### config.mk
export PLATFORM = sky130hd
export DESIGN_NAME = adcs_sequencer
export DESIGN_NICKNAME = d
export VERILOG_FILES = /design/src/rtl/adcs_pkg.sv /design/src/rtl/adcs_sequencer.sv
export SDC_FILE = /design/constraint.sdc
export NUM_CORES = 1
export LEC_CHECK = 0
export BUFFER_PORTS_ARGS = -buffer_cell sky130_fd_sc_hd__buf_2
export CORE_MARGIN = 2
export CORE_UTILIZATION = 51
export CTS_CLUSTER_DIAMETER = 120
export CTS_CLUSTER_SIZE = 40
export DETAILED_ROUTE_END_ITERATION = 10
export GPL_TIMING_DRIVEN = 0
export PLACE_DENSITY = 0.88
export SKIP_LAST_GASP = 1
export SLEW_MARGIN = 20
export SYNTH_ARGS = -nofsm -noshare
export SYNTH_HDL_FRONTEND = slang
export SYNTH_SLANG_ARGS = --single-unit
### constraint.sdc
create_clock -name clk_sys -period 2.6 [get_ports clk_sys]
set_input_delay 0.13 -clock clk_sys [delete_from_list [all_inputs] [get_ports clk_sys]]
set_output_delay 0.13 -clock clk_sys [all_outputs]
set_load 0.02 [all_outputs]
### src/rtl/adcs_pkg.sv
// Purpose: Shared constants and types of the converter sequencer and its register file.
// Assumes: Registers are 8 bits wide, one per aligned 32-bit word of an AXI4-Lite slave.
// Notes:   Register positions are word indices; the byte address is four times the index.
package adcs_pkg;

    // Register word indices.
    localparam logic [7:0] IDX_CLOCK_DIVIDER = 8'hf2;
    localparam logic [7:0] IDX_CONTROL       = 8'hf3;
    localparam logic [7:0] IDX_RESULT_LOW    = 8'hf4;
    localparam logic [7:0] IDX_RESULT_HIGH   = 8'hf5;
    localparam logic [7:0] IDX_PIN_ASSIGN    = 8'hf6;
    localparam logic [7:0] IDX_IRQ_STATUS    = 8'hf8;
    localparam logic [7:0] IDX_IRQ_ENABLE    = 8'hf9;
    localparam logic [7:0] IDX_IRQ_CLEAR     = 8'hfa;

    // Control, clock divider and interrupt register fields.
    localparam int CTRL_QUIET_BIT  = 6;
    localparam int CTRL_ENABLE_BIT = 5;
    localparam int CTRL_DONE_BIT   = 4;
    localparam int CTRL_START_BIT  = 3;
    localparam int CTRL_CHAN_MSB   = 2;
    localparam int DIV_VALUE_MSB   = 4;
    localparam int IRQ_DONE_BIT    = 0;

    // Reset values.
    localparam logic [7:0] RST_CLOCK_DIVIDER = 8'h00;
    localparam logic [7:0] RST_CONTROL       = 8'h00;
    localparam logic [7:0] RST_PIN_ASSIGN    = 8'h00;
    localparam logic [9:0] RST_RESULT        = 10'h000;

    // Timing counts, in converter clock periods and system clock cycles.
    localparam logic [3:0] CONV_PERIODS   = 4'hb;
    localparam logic [6:0] DIV_ZERO_CYCLE = 7'h40;
    localparam int         SINGLE_MULT    = 4;
    localparam int         DOUBLE_MULT    = 2;

    // Bus answers.
    localparam logic [1:0] RESP_OKAY   = 2'h0;
    localparam logic [1:0] RESP_SLVERR = 2'h2;

    typedef enum logic [1:0] {
        CV_IDLE = 2'b01,
        CV_BUSY = 2'b10
    } adcs_conv_state_type;

endpackage : adcs_pkg

### src/rtl/adcs_sequencer.sv
// Purpose: Register file and conversion sequencer of an 8-channel 10-bit converter.
// Assumes: core_result is driven by the converter core on clk_sys and is settled on the
//          last converter clock period of a conversion.
// Notes:   The whole state is one packed struct, registered in a single process.
// Function
// Each pin-assign bit set routes its port pin to the analog input.
// Quiet mode bit holds the processor idle during a conversion.
// Control bit 5 enables the converter; clear means standby.
// Hardware sets the done flag on a result; only software clears it.
// The done flag is the source of the converter interrupt request.
// Writing start launches one conversion; hardware clears start when done.
// Three-bit channel field picks the input of the next conversion.
// Reserved bits read as zero; software writes of them are ignored.
// Single speed: converter clock is system clock over four times divider.
// Double speed: converter clock is system clock over two times divider.
// High result register shows result bits 9 to 2.
// Low result register shows result bits 1 and 0.
// Interrupt request only while done flag and interrupt enable are set.
// Channel code is a plain binary input index 0 to 7.
// Divider value zero gives system clock over 64.
// A conversion lasts 11 converter clock periods, first one sample-and-hold.
// Start is ignored while busy, in standby, or on an unassigned channel.
// Both result registers and the done flag update in the same cycle.
//
// Added by the designer: register access over AXI4-Lite.
`timescale 1ns/1ps
module adcs_sequencer
    import adcs_pkg::*;
#(
    parameter int ADDR_W = 12
) (
    input  wire logic              clk_sys,
    input  wire logic              rst_b,
    input  wire logic [ADDR_W-1:0] s_axi_awaddr,
    input  wire logic              s_axi_awvalid,
    output logic                   s_axi_awready,
    input  wire logic [31:0]       s_axi_wdata,
    input  wire logic [3:0]        s_axi_wstrb,
    input  wire logic              s_axi_wvalid,
    output logic                   s_axi_wready,
    output logic [1:0]             s_axi_bresp,
    output logic                   s_axi_bvalid,
    input  wire logic              s_axi_bready,
    input  wire logic [ADDR_W-1:0] s_axi_araddr,
    input  wire logic              s_axi_arvalid,
    output logic                   s_axi_arready,
    output logic [31:0]            s_axi_rdata,
    output logic [1:0]             s_axi_rresp,
    output logic                   s_axi_rvalid,
    input  wire logic              s_axi_rready,
    input  wire logic              double_speed_clocking,
    input  wire logic [9:0]        core_result,
    output logic [7:0]             analog_pin_enable,
    output logic [2:0]             channel_select,
    output logic                   converter_enable,
    output logic                   sample_hold,
    output logic                   converter_clock_tick,
    output logic                   conversion_busy,
    output logic                   cpu_idle_request,
    output logic                   adc_irq
);

    typedef struct packed {
        adcs_conv_state_type state;
        logic [6:0]          div_cnt;
        logic [3:0]          period_cnt;
        logic                tick;
        logic                sample;
        logic                idle_req;
        logic [7:0]          pin_assign;
        logic                quiet;
        logic                enable;
        logic                done_flag;
        logic                start;
        logic [2:0]          chan;
        logic [2:0]          chan_conv;
        logic [4:0]          div_value;
        logic [9:0]          result;
        logic                irq_en;
        logic                irq;
        logic                aw_have;
        logic                w_have;
        logic [7:0]          w_idx;
        logic [7:0]          w_data;
        logic                w_lane0;
        logic                awready;
        logic                wready;
        logic                bvalid;
        logic [1:0]          bresp;
        logic                arready;
        logic                rvalid;
        logic [31:0]         rdata;
        logic [1:0]          rresp;
        logic [7:0]          gap_cnt;
        logic [3:0]          ticks_seen;
    } adcs_state_type;

    adcs_state_type state_reg;
    adcs_state_type state_next;

    logic [6:0] period_cycles;
    logic [7:0] ar_idx;
    logic [7:0] rd_byte;
    logic       rd_hit;
    logic       do_write;
    logic       last_period;
    logic       done_event;

    // Prescaler value zero falls back to a fixed 64-cycle period instead of stalling the divider.
    always_comb begin
        if (state_reg.div_value == 5'h00) begin
            period_cycles = DIV_ZERO_CYCLE;
        end else if (double_speed_clocking) begin
            period_cycles = 7'(DOUBLE_MULT * state_reg.div_value);
        end else begin
            period_cycles = 7'(SINGLE_MULT * state_reg.div_value);
        end
    end

    assign ar_idx      = s_axi_araddr[9:2];
    assign do_write    = state_reg.aw_have && state_reg.w_have && !state_reg.bvalid;
    assign last_period = (state_reg.period_cnt == CONV_PERIODS - 4'h1);
    // Named once so that a software clear in the same cycle can see that the set wins.
    assign done_event  = (state_reg.state == CV_BUSY) && state_reg.enable && last_period
                         && (state_reg.div_cnt == period_cycles - 7'h01);

    always_comb begin
        rd_hit  = 1'b1;
        rd_byte = 8'h00;
        case (ar_idx)
            IDX_CLOCK_DIVIDER: rd_byte = {3'h0, state_reg.div_value};
            IDX_CONTROL: rd_byte = {1'b0, state_reg.quiet, state_reg.enable,
                                    state_reg.done_flag, state_reg.start, state_reg.chan};
            IDX_RESULT_LOW:    rd_byte = {6'h00, state_reg.result[1:0]};
            IDX_RESULT_HIGH:   rd_byte = state_reg.result[9:2];
            IDX_PIN_ASSIGN:    rd_byte = state_reg.pin_assign;
            IDX_IRQ_STATUS:    rd_byte = {7'h00, state_reg.done_flag};
            IDX_IRQ_ENABLE:    rd_byte = {7'h00, state_reg.irq_en};
            IDX_IRQ_CLEAR:     rd_byte = 8'h00;
            default:           rd_hit  = 1'b0;
        endcase
    end

    always_comb begin
        state_next      = state_reg;
        state_next.tick = 1'b0;

        // Write address and data are taken independently, one write at a time.
        if (s_axi_awvalid && state_reg.awready) begin
            state_next.aw_have = 1'b1;
            state_next.w_idx   = s_axi_awaddr[9:2];
        end
        if (s_axi_wvalid && state_reg.wready) begin
            state_next.w_have  = 1'b1;
            state_next.w_data  = s_axi_wdata[7:0];
            state_next.w_lane0 = s_axi_wstrb[0];
        end
        if (s_axi_bvalid && s_axi_bready) begin
            state_next.bvalid = 1'b0;
        end

        // Conversion sequencing runs before the register write so that a software
        // write in the same cycle can still override the fields it owns.
        case (state_reg.state)
            CV_IDLE: begin
                state_next.div_cnt    = 7'h00;
                state_next.period_cnt = 4'h0;
            end
            CV_BUSY: begin
                if (!state_reg.enable) begin
                    state_next.state  = CV_IDLE;
                    state_next.start  = 1'b0;
                    state_next.sample = 1'b0;
                end else if (state_reg.div_cnt == period_cycles - 7'h01) begin
                    state_next.div_cnt    = 7'h00;
                    state_next.tick       = 1'b1;
                    state_next.sample     = 1'b0;
                    state_next.period_cnt = state_reg.period_cnt + 4'h1;
                    if (last_period) begin
                        state_next.state     = CV_IDLE;
                        state_next.start     = 1'b0;
                        state_next.result    = core_result;
                        state_next.done_flag = 1'b1;
                    end
                end else begin
                    state_next.div_cnt = state_reg.div_cnt + 7'h01;
                end
            end
            default: begin
                state_next.state = CV_IDLE;
            end
        endcase

        if (do_write) begin
            state_next.aw_have = 1'b0;
            state_next.w_have  = 1'b0;
            state_next.bvalid  = 1'b1;
            state_next.bresp   = RESP_OKAY;
            if (state_reg.w_lane0) begin
                case (state_reg.w_idx)
                    IDX_CLOCK_DIVIDER: begin
                        state_next.div_value = state_reg.w_data[DIV_VALUE_MSB:0];
                    end
                    IDX_CONTROL: begin
                        state_next.quiet  = state_reg.w_data[CTRL_QUIET_BIT];
                        state_next.enable = state_reg.w_data[CTRL_ENABLE_BIT];
                        state_next.chan   = state_reg.w_data[CTRL_CHAN_MSB:0];
                        // A zero clears the flag; a hardware set this cycle wins.
                        if (!state_reg.w_data[CTRL_DONE_BIT] && !done_event) begin
                            state_next.done_flag = 1'b0;
                        end
                        if (state_reg.w_data[CTRL_START_BIT] && state_reg.state == CV_IDLE
                            && state_reg.w_data[CTRL_ENABLE_BIT]
                            && state_reg.pin_assign[state_reg.w_data[CTRL_CHAN_MSB:0]]) begin
                            state_next.state     = CV_BUSY;
                            state_next.start     = 1'b1;
                            state_next.sample    = 1'b1;
                            state_next.chan_conv = state_reg.w_data[CTRL_CHAN_MSB:0];
                        end
                    end
                    IDX_PIN_ASSIGN: state_next.pin_assign = state_reg.w_data;
                    IDX_IRQ_ENABLE: state_next.irq_en = state_reg.w_data[IRQ_DONE_BIT];
                    IDX_IRQ_CLEAR: begin
                        if (state_reg.w_data[IRQ_DONE_BIT] && !done_event) begin
                            state_next.done_flag = 1'b0;
                        end
                    end
                    IDX_RESULT_LOW, IDX_RESULT_HIGH, IDX_IRQ_STATUS: begin
                        state_next.bresp = RESP_OKAY;
                    end
                    default: state_next.bresp = RESP_SLVERR;
                endcase
            end else if (!(state_reg.w_idx inside {IDX_CLOCK_DIVIDER, IDX_CONTROL,
                           IDX_RESULT_LOW, IDX_RESULT_HIGH, IDX_PIN_ASSIGN,
                           IDX_IRQ_STATUS, IDX_IRQ_ENABLE, IDX_IRQ_CLEAR})) begin
                state_next.bresp = RESP_SLVERR;
            end
        end
        state_next.awready = !state_next.aw_have && !state_next.bvalid;
        state_next.wready  = !state_next.w_have && !state_next.bvalid;

        // Reads answer one cycle after the address is taken.
        if (s_axi_rvalid && s_axi_rready) begin
            state_next.rvalid = 1'b0;
        end
        if (s_axi_arvalid && state_reg.arready) begin
            state_next.rvalid = 1'b1;
            state_next.rdata  = {24'h000000, rd_byte};
            state_next.rresp  = rd_hit ? RESP_OKAY : RESP_SLVERR;
        end
        state_next.arready = !state_next.rvalid;

        // Checking helpers: cycles since the last tick and ticks in the current conversion.
        if (!state_reg.start) begin
            state_next.gap_cnt    = 8'h00;
            state_next.ticks_seen = 4'h0;
        end else if (state_reg.tick) begin
            state_next.gap_cnt    = 8'h01;
            state_next.ticks_seen = state_reg.ticks_seen + 4'h1;
        end else begin
            state_next.gap_cnt = state_reg.gap_cnt + 8'h01;
        end

        state_next.idle_req = (state_next.state == CV_BUSY) && state_next.quiet;
        state_next.irq      = state_next.done_flag && state_next.irq_en;
    end

    always_ff @(posedge clk_sys) begin
        if (!rst_b) begin
            state_reg            <= '0;
            state_reg.state      <= CV_IDLE;
            state_reg.pin_assign <= RST_PIN_ASSIGN;
            state_reg.div_value  <= RST_CLOCK_DIVIDER[DIV_VALUE_MSB:0];
            state_reg.quiet      <= RST_CONTROL[CTRL_QUIET_BIT];
            state_reg.enable     <= RST_CONTROL[CTRL_ENABLE_BIT];
            state_reg.chan       <= RST_CONTROL[CTRL_CHAN_MSB:0];
            state_reg.result     <= RST_RESULT;
            state_reg.awready    <= 1'b1;
            state_reg.wready     <= 1'b1;
            state_reg.arready    <= 1'b1;
        end else begin
            state_reg <= state_next;
        end
    end

    assign s_axi_awready        = state_reg.awready;
    assign s_axi_wready         = state_reg.wready;
    assign s_axi_bvalid         = state_reg.bvalid;
    assign s_axi_bresp          = state_reg.bresp;
    assign s_axi_arready        = state_reg.arready;
    assign s_axi_rvalid         = state_reg.rvalid;
    assign s_axi_rdata          = state_reg.rdata;
    assign s_axi_rresp          = state_reg.rresp;
    assign analog_pin_enable    = state_reg.pin_assign;
    assign channel_select       = state_reg.chan_conv;
    assign converter_enable     = state_reg.enable;
    assign sample_hold          = state_reg.sample;
    assign converter_clock_tick = state_reg.tick;
    assign conversion_busy      = state_reg.start;
    assign cpu_idle_request     = state_reg.idle_req;
    assign adc_irq              = state_reg.irq;
endmodule : adcs_sequencer

==> implementation parameters <==
Parameter                              Value

Status
  Outcome    completed

Yosys
  Netlist area before placement    4252 um^2
  Top cell type's share of synthesized area    0.4002
  Ys Warns    0
  Mapped Avg Cell Area    8.353 um^2
  Dominant cell by count in the synthesized netlist    dfxtp_1
  Async SR Flop Fraction    0
  Post-synth top area cell    dfxtp_1
  Yosys reg bits    85
  Number of library cell types mapped by synthesis    59
  Count of flip-flops with a built-in enable after synthesis    0
  Portion of the post-synthesis area used by sequential elements    0.4002
  Synth Flop Type    dfxtp_1
  Leading cell types by count after synthesis    85 x dfxtp_1, 70 x nand2_1, 47 x buf_4, 38 x a21oi_1, 37 x nand3_1
  Post-Synthesis Cells    509
  Dominant cells by area after synthesis    dfxtp_1 40%, buf_4 8.3%, nand2_1 6.2%

Route
  Detailed-route DRC error count    0
  Number of vias per cell    5.369
  1st-pass router iterations    5
  Wire length reported by the detailed router    10440 um
  Via total after detailed routing    3930
  Count of routing violations after the opening detailed-route iteration    336
  Post-DRT Antenna Nets    0
  Wirelength per Cell    14.27 um

Place
  Routability-driven placement congestion ratio    0.9372
  Setup slack at placement    0.1136 ns
  Buffers on Ports    72
  Estimated wirelength of the detail-placed design    7716 um

Floorplan
  Total Die Area    9083 um^2
  Height of the chip    95.31 um
  Core region area    8134 um^2
  Starting Density    0.5227
  Number of top-level design ports    136
  Die outline width    95.31 um
  Total number of placement rows    33

Setup path
  Critical path endpoint category    flip-flop
  Worst EP arrival    2.65 ns
  Crit path kind    reg -> reg
  CP max FO    8
  Worst Path Required    2.86 ns
  Kind of start point of the critical path    flip-flop

STA
  Tightest Pin Transition    0.7320 ns
  Count of endpoints failing hold in the final timing report    0
  Worst slew margin    0.5082
  Total negative slack    0 ns
  Setup-violating endpoint count in the final report    0
  Slew Limit Fails    0
  Final critical-path share of the clock period    0.9207
  Final critical-path setup slack    0.2062 ns
  Unrepaired setup endpoints after global routing    false
  Maximum clock skew at final layout    0.009553 ns
  Achievable Freq    417.7 MHz
  Time the worst path needs with I/O delays and setup    2.394 ns

Clocking
  Insertion delay of the later-clocked pin in the worst-skew pair    0.37 ns
  Clock tree from TritonCTS    done
  Buffer cell driving the clock tree root    clkbuf_8
  Register clock-pin slew on the reported worst setup and hold paths    0.08 ns
  Inserted Clock Buffers    9
  Total number of clock tree sinks    85
  Clock tree buffer depth    2
  Number of H-tree branching levels    3

Power and ir drop
  Part of the total power dissipated in the clock network    0.350
  Logic gate share of total power    0.108
  Leakage power total    2.234 nW
  Power density relative to cell area    494.1 nW/um^2
  Worst-case vdd ir drop    0.3063 mV
  Sequential power share    0.541
  Power dissipated by switching net loads    668.3 uW
  Net Sw Frac    0.2665
  PnR Total Power    2.508 mW
  Internal Dissipation    1.840 mW

Global routing
  Number of global-route vias before repair    3522
  Maximum number of pins on one net before global-route repair    15
  Number of antenna violations at the first check in global routing    0
  Total congestion overflow after global routing    0
  Total global-route track usage    0.2355
  First-pass GRT wire length    16650 um

Final layout
  Fillcell total    679
  Flip-flop count of the largest register, all copies and words added    53
  Final nets    706
  Share of layout cells above drive strength 1    0.2488
  Final antenna diode count    0
  Syn-to-layout area delta    19.39%
  Final design utilization    0.6241

Worst hold path
  Worst min-delay path category    in -> reg

Run
  Maximum capacitance violations    0
[cells in the final DEF (no fill, tap or decap), drive strengths merged, types with 3 or more instances in the layout]
master,Yosys,routed
a221oi,4,4
xnor2,3,3
nand3b,4,4
nand3,37,37
nor2b,4,4
conb,1,26
o21ai,29,29
and3,3,3
dfxtp,85,85
buf,52,124
nor3,13,13
xor2,7,7
a211oi,3,3
and2,4,4
nand4,6,6
nor2,36,36
a21oi,38,38
nor4,3,3
ha,6,6
a31oi,3,3
a211o,3,3
inv,13,13
dlygate4sd3,0,5
nand2,70,70
mux2i,22,22
clkbuf,19,31
nand2b,7,7
or3,3,3
a222oi,3,3
or2,3,3
[final timing paths]
check	start	end	slack [ns]	cells after the start
worst max-delay path	state_reg[65]	state_reg[121]	0.21	8
worst min-delay path	s_axi_wdata[7]	state_reg[61]	0.004	3
worst max register to register	state_reg[65]	state_reg[121]	0.21	8
worst min register to register	s_axi_rdata[1]	s_axi_rdata[1]	0.46	2
[area by class of cell]
type                    instances  area, um^2  share of cell area
clock inverters                 4       32.53            0.006409
repair buffers                 77       410.4             0.08085
multi-input cells             365        2141              0.4217
well taps                     105       131.4             0.02588
clock buffers                  12       155.1             0.03056
inverters                      13       48.80            0.009613
flip-flops and latches         85        1703              0.3355
plain buffers                  71       454.2             0.08948
[timing repair]
action,in CTS,in global routing
resized for setup,0,1
hold buffers,5,0
buffers inserted,0,0
setup endpoints to repair,0,10
hold endpoints to repair,5,0
[routing by layer]
metal  wire [um]  part of all wire  vias to the layer above  GRT usage
met5           0                 0                        -          0
met2        4921              0.47                      210     0.3955
met3         889             0.085                       28    0.05850
met1        4415              0.42                     1771     0.3016
met4         216             0.021                        0    0.06280
li1            -                 -                     1921          -
[worst max-delay path, stage by stage, from the launching register on]
cell      delay (ns)
dfxtp_1         0.31
clkbuf_1        0.17
nor2_2          0.29
nand3_1         0.11
or2_2           0.27
buf_2           0.20
a211oi_2        0.55
o21ai_0         0.20
a21o_1          0.19
[through the flow]
step                      hold slack (ns)  area (um^2)  std cells
after floorplan                    0.2660         4345        534
after global placement             0.3768         4837        711
after detailed placement           0.3795         4837        711
after CTS                       0.0006732         5075        732
after global routing             0.001225         5076        732
final                            0.003999         5076        732
[cells by family after synthesis]
family	synth area share
AO/OA/AOI/OAI	0.1410
buffers and inverters	0.1183
XOR/XNOR	0.02237
flip-flops	0.4002
other	0.0008820
multiplexers	0.06769
adder cells (fa/ha/maj)	0.01766
AND/OR/NAND/NOR	0.2319
[power by group through the flow]
stage	clock network, mW	registers (mW)	logic, mW
2_1_floorplan	0	1.39	0.180
3_3_place_gp	0	1.39	0.256
3_5_place_dp	0	1.39	0.262
4_1_cts	0.887	1.36	0.269
5_1_grt	0.936	1.36	0.301
6_report	0.878	1.36	0.272
(Power assumes the default switching activity.)
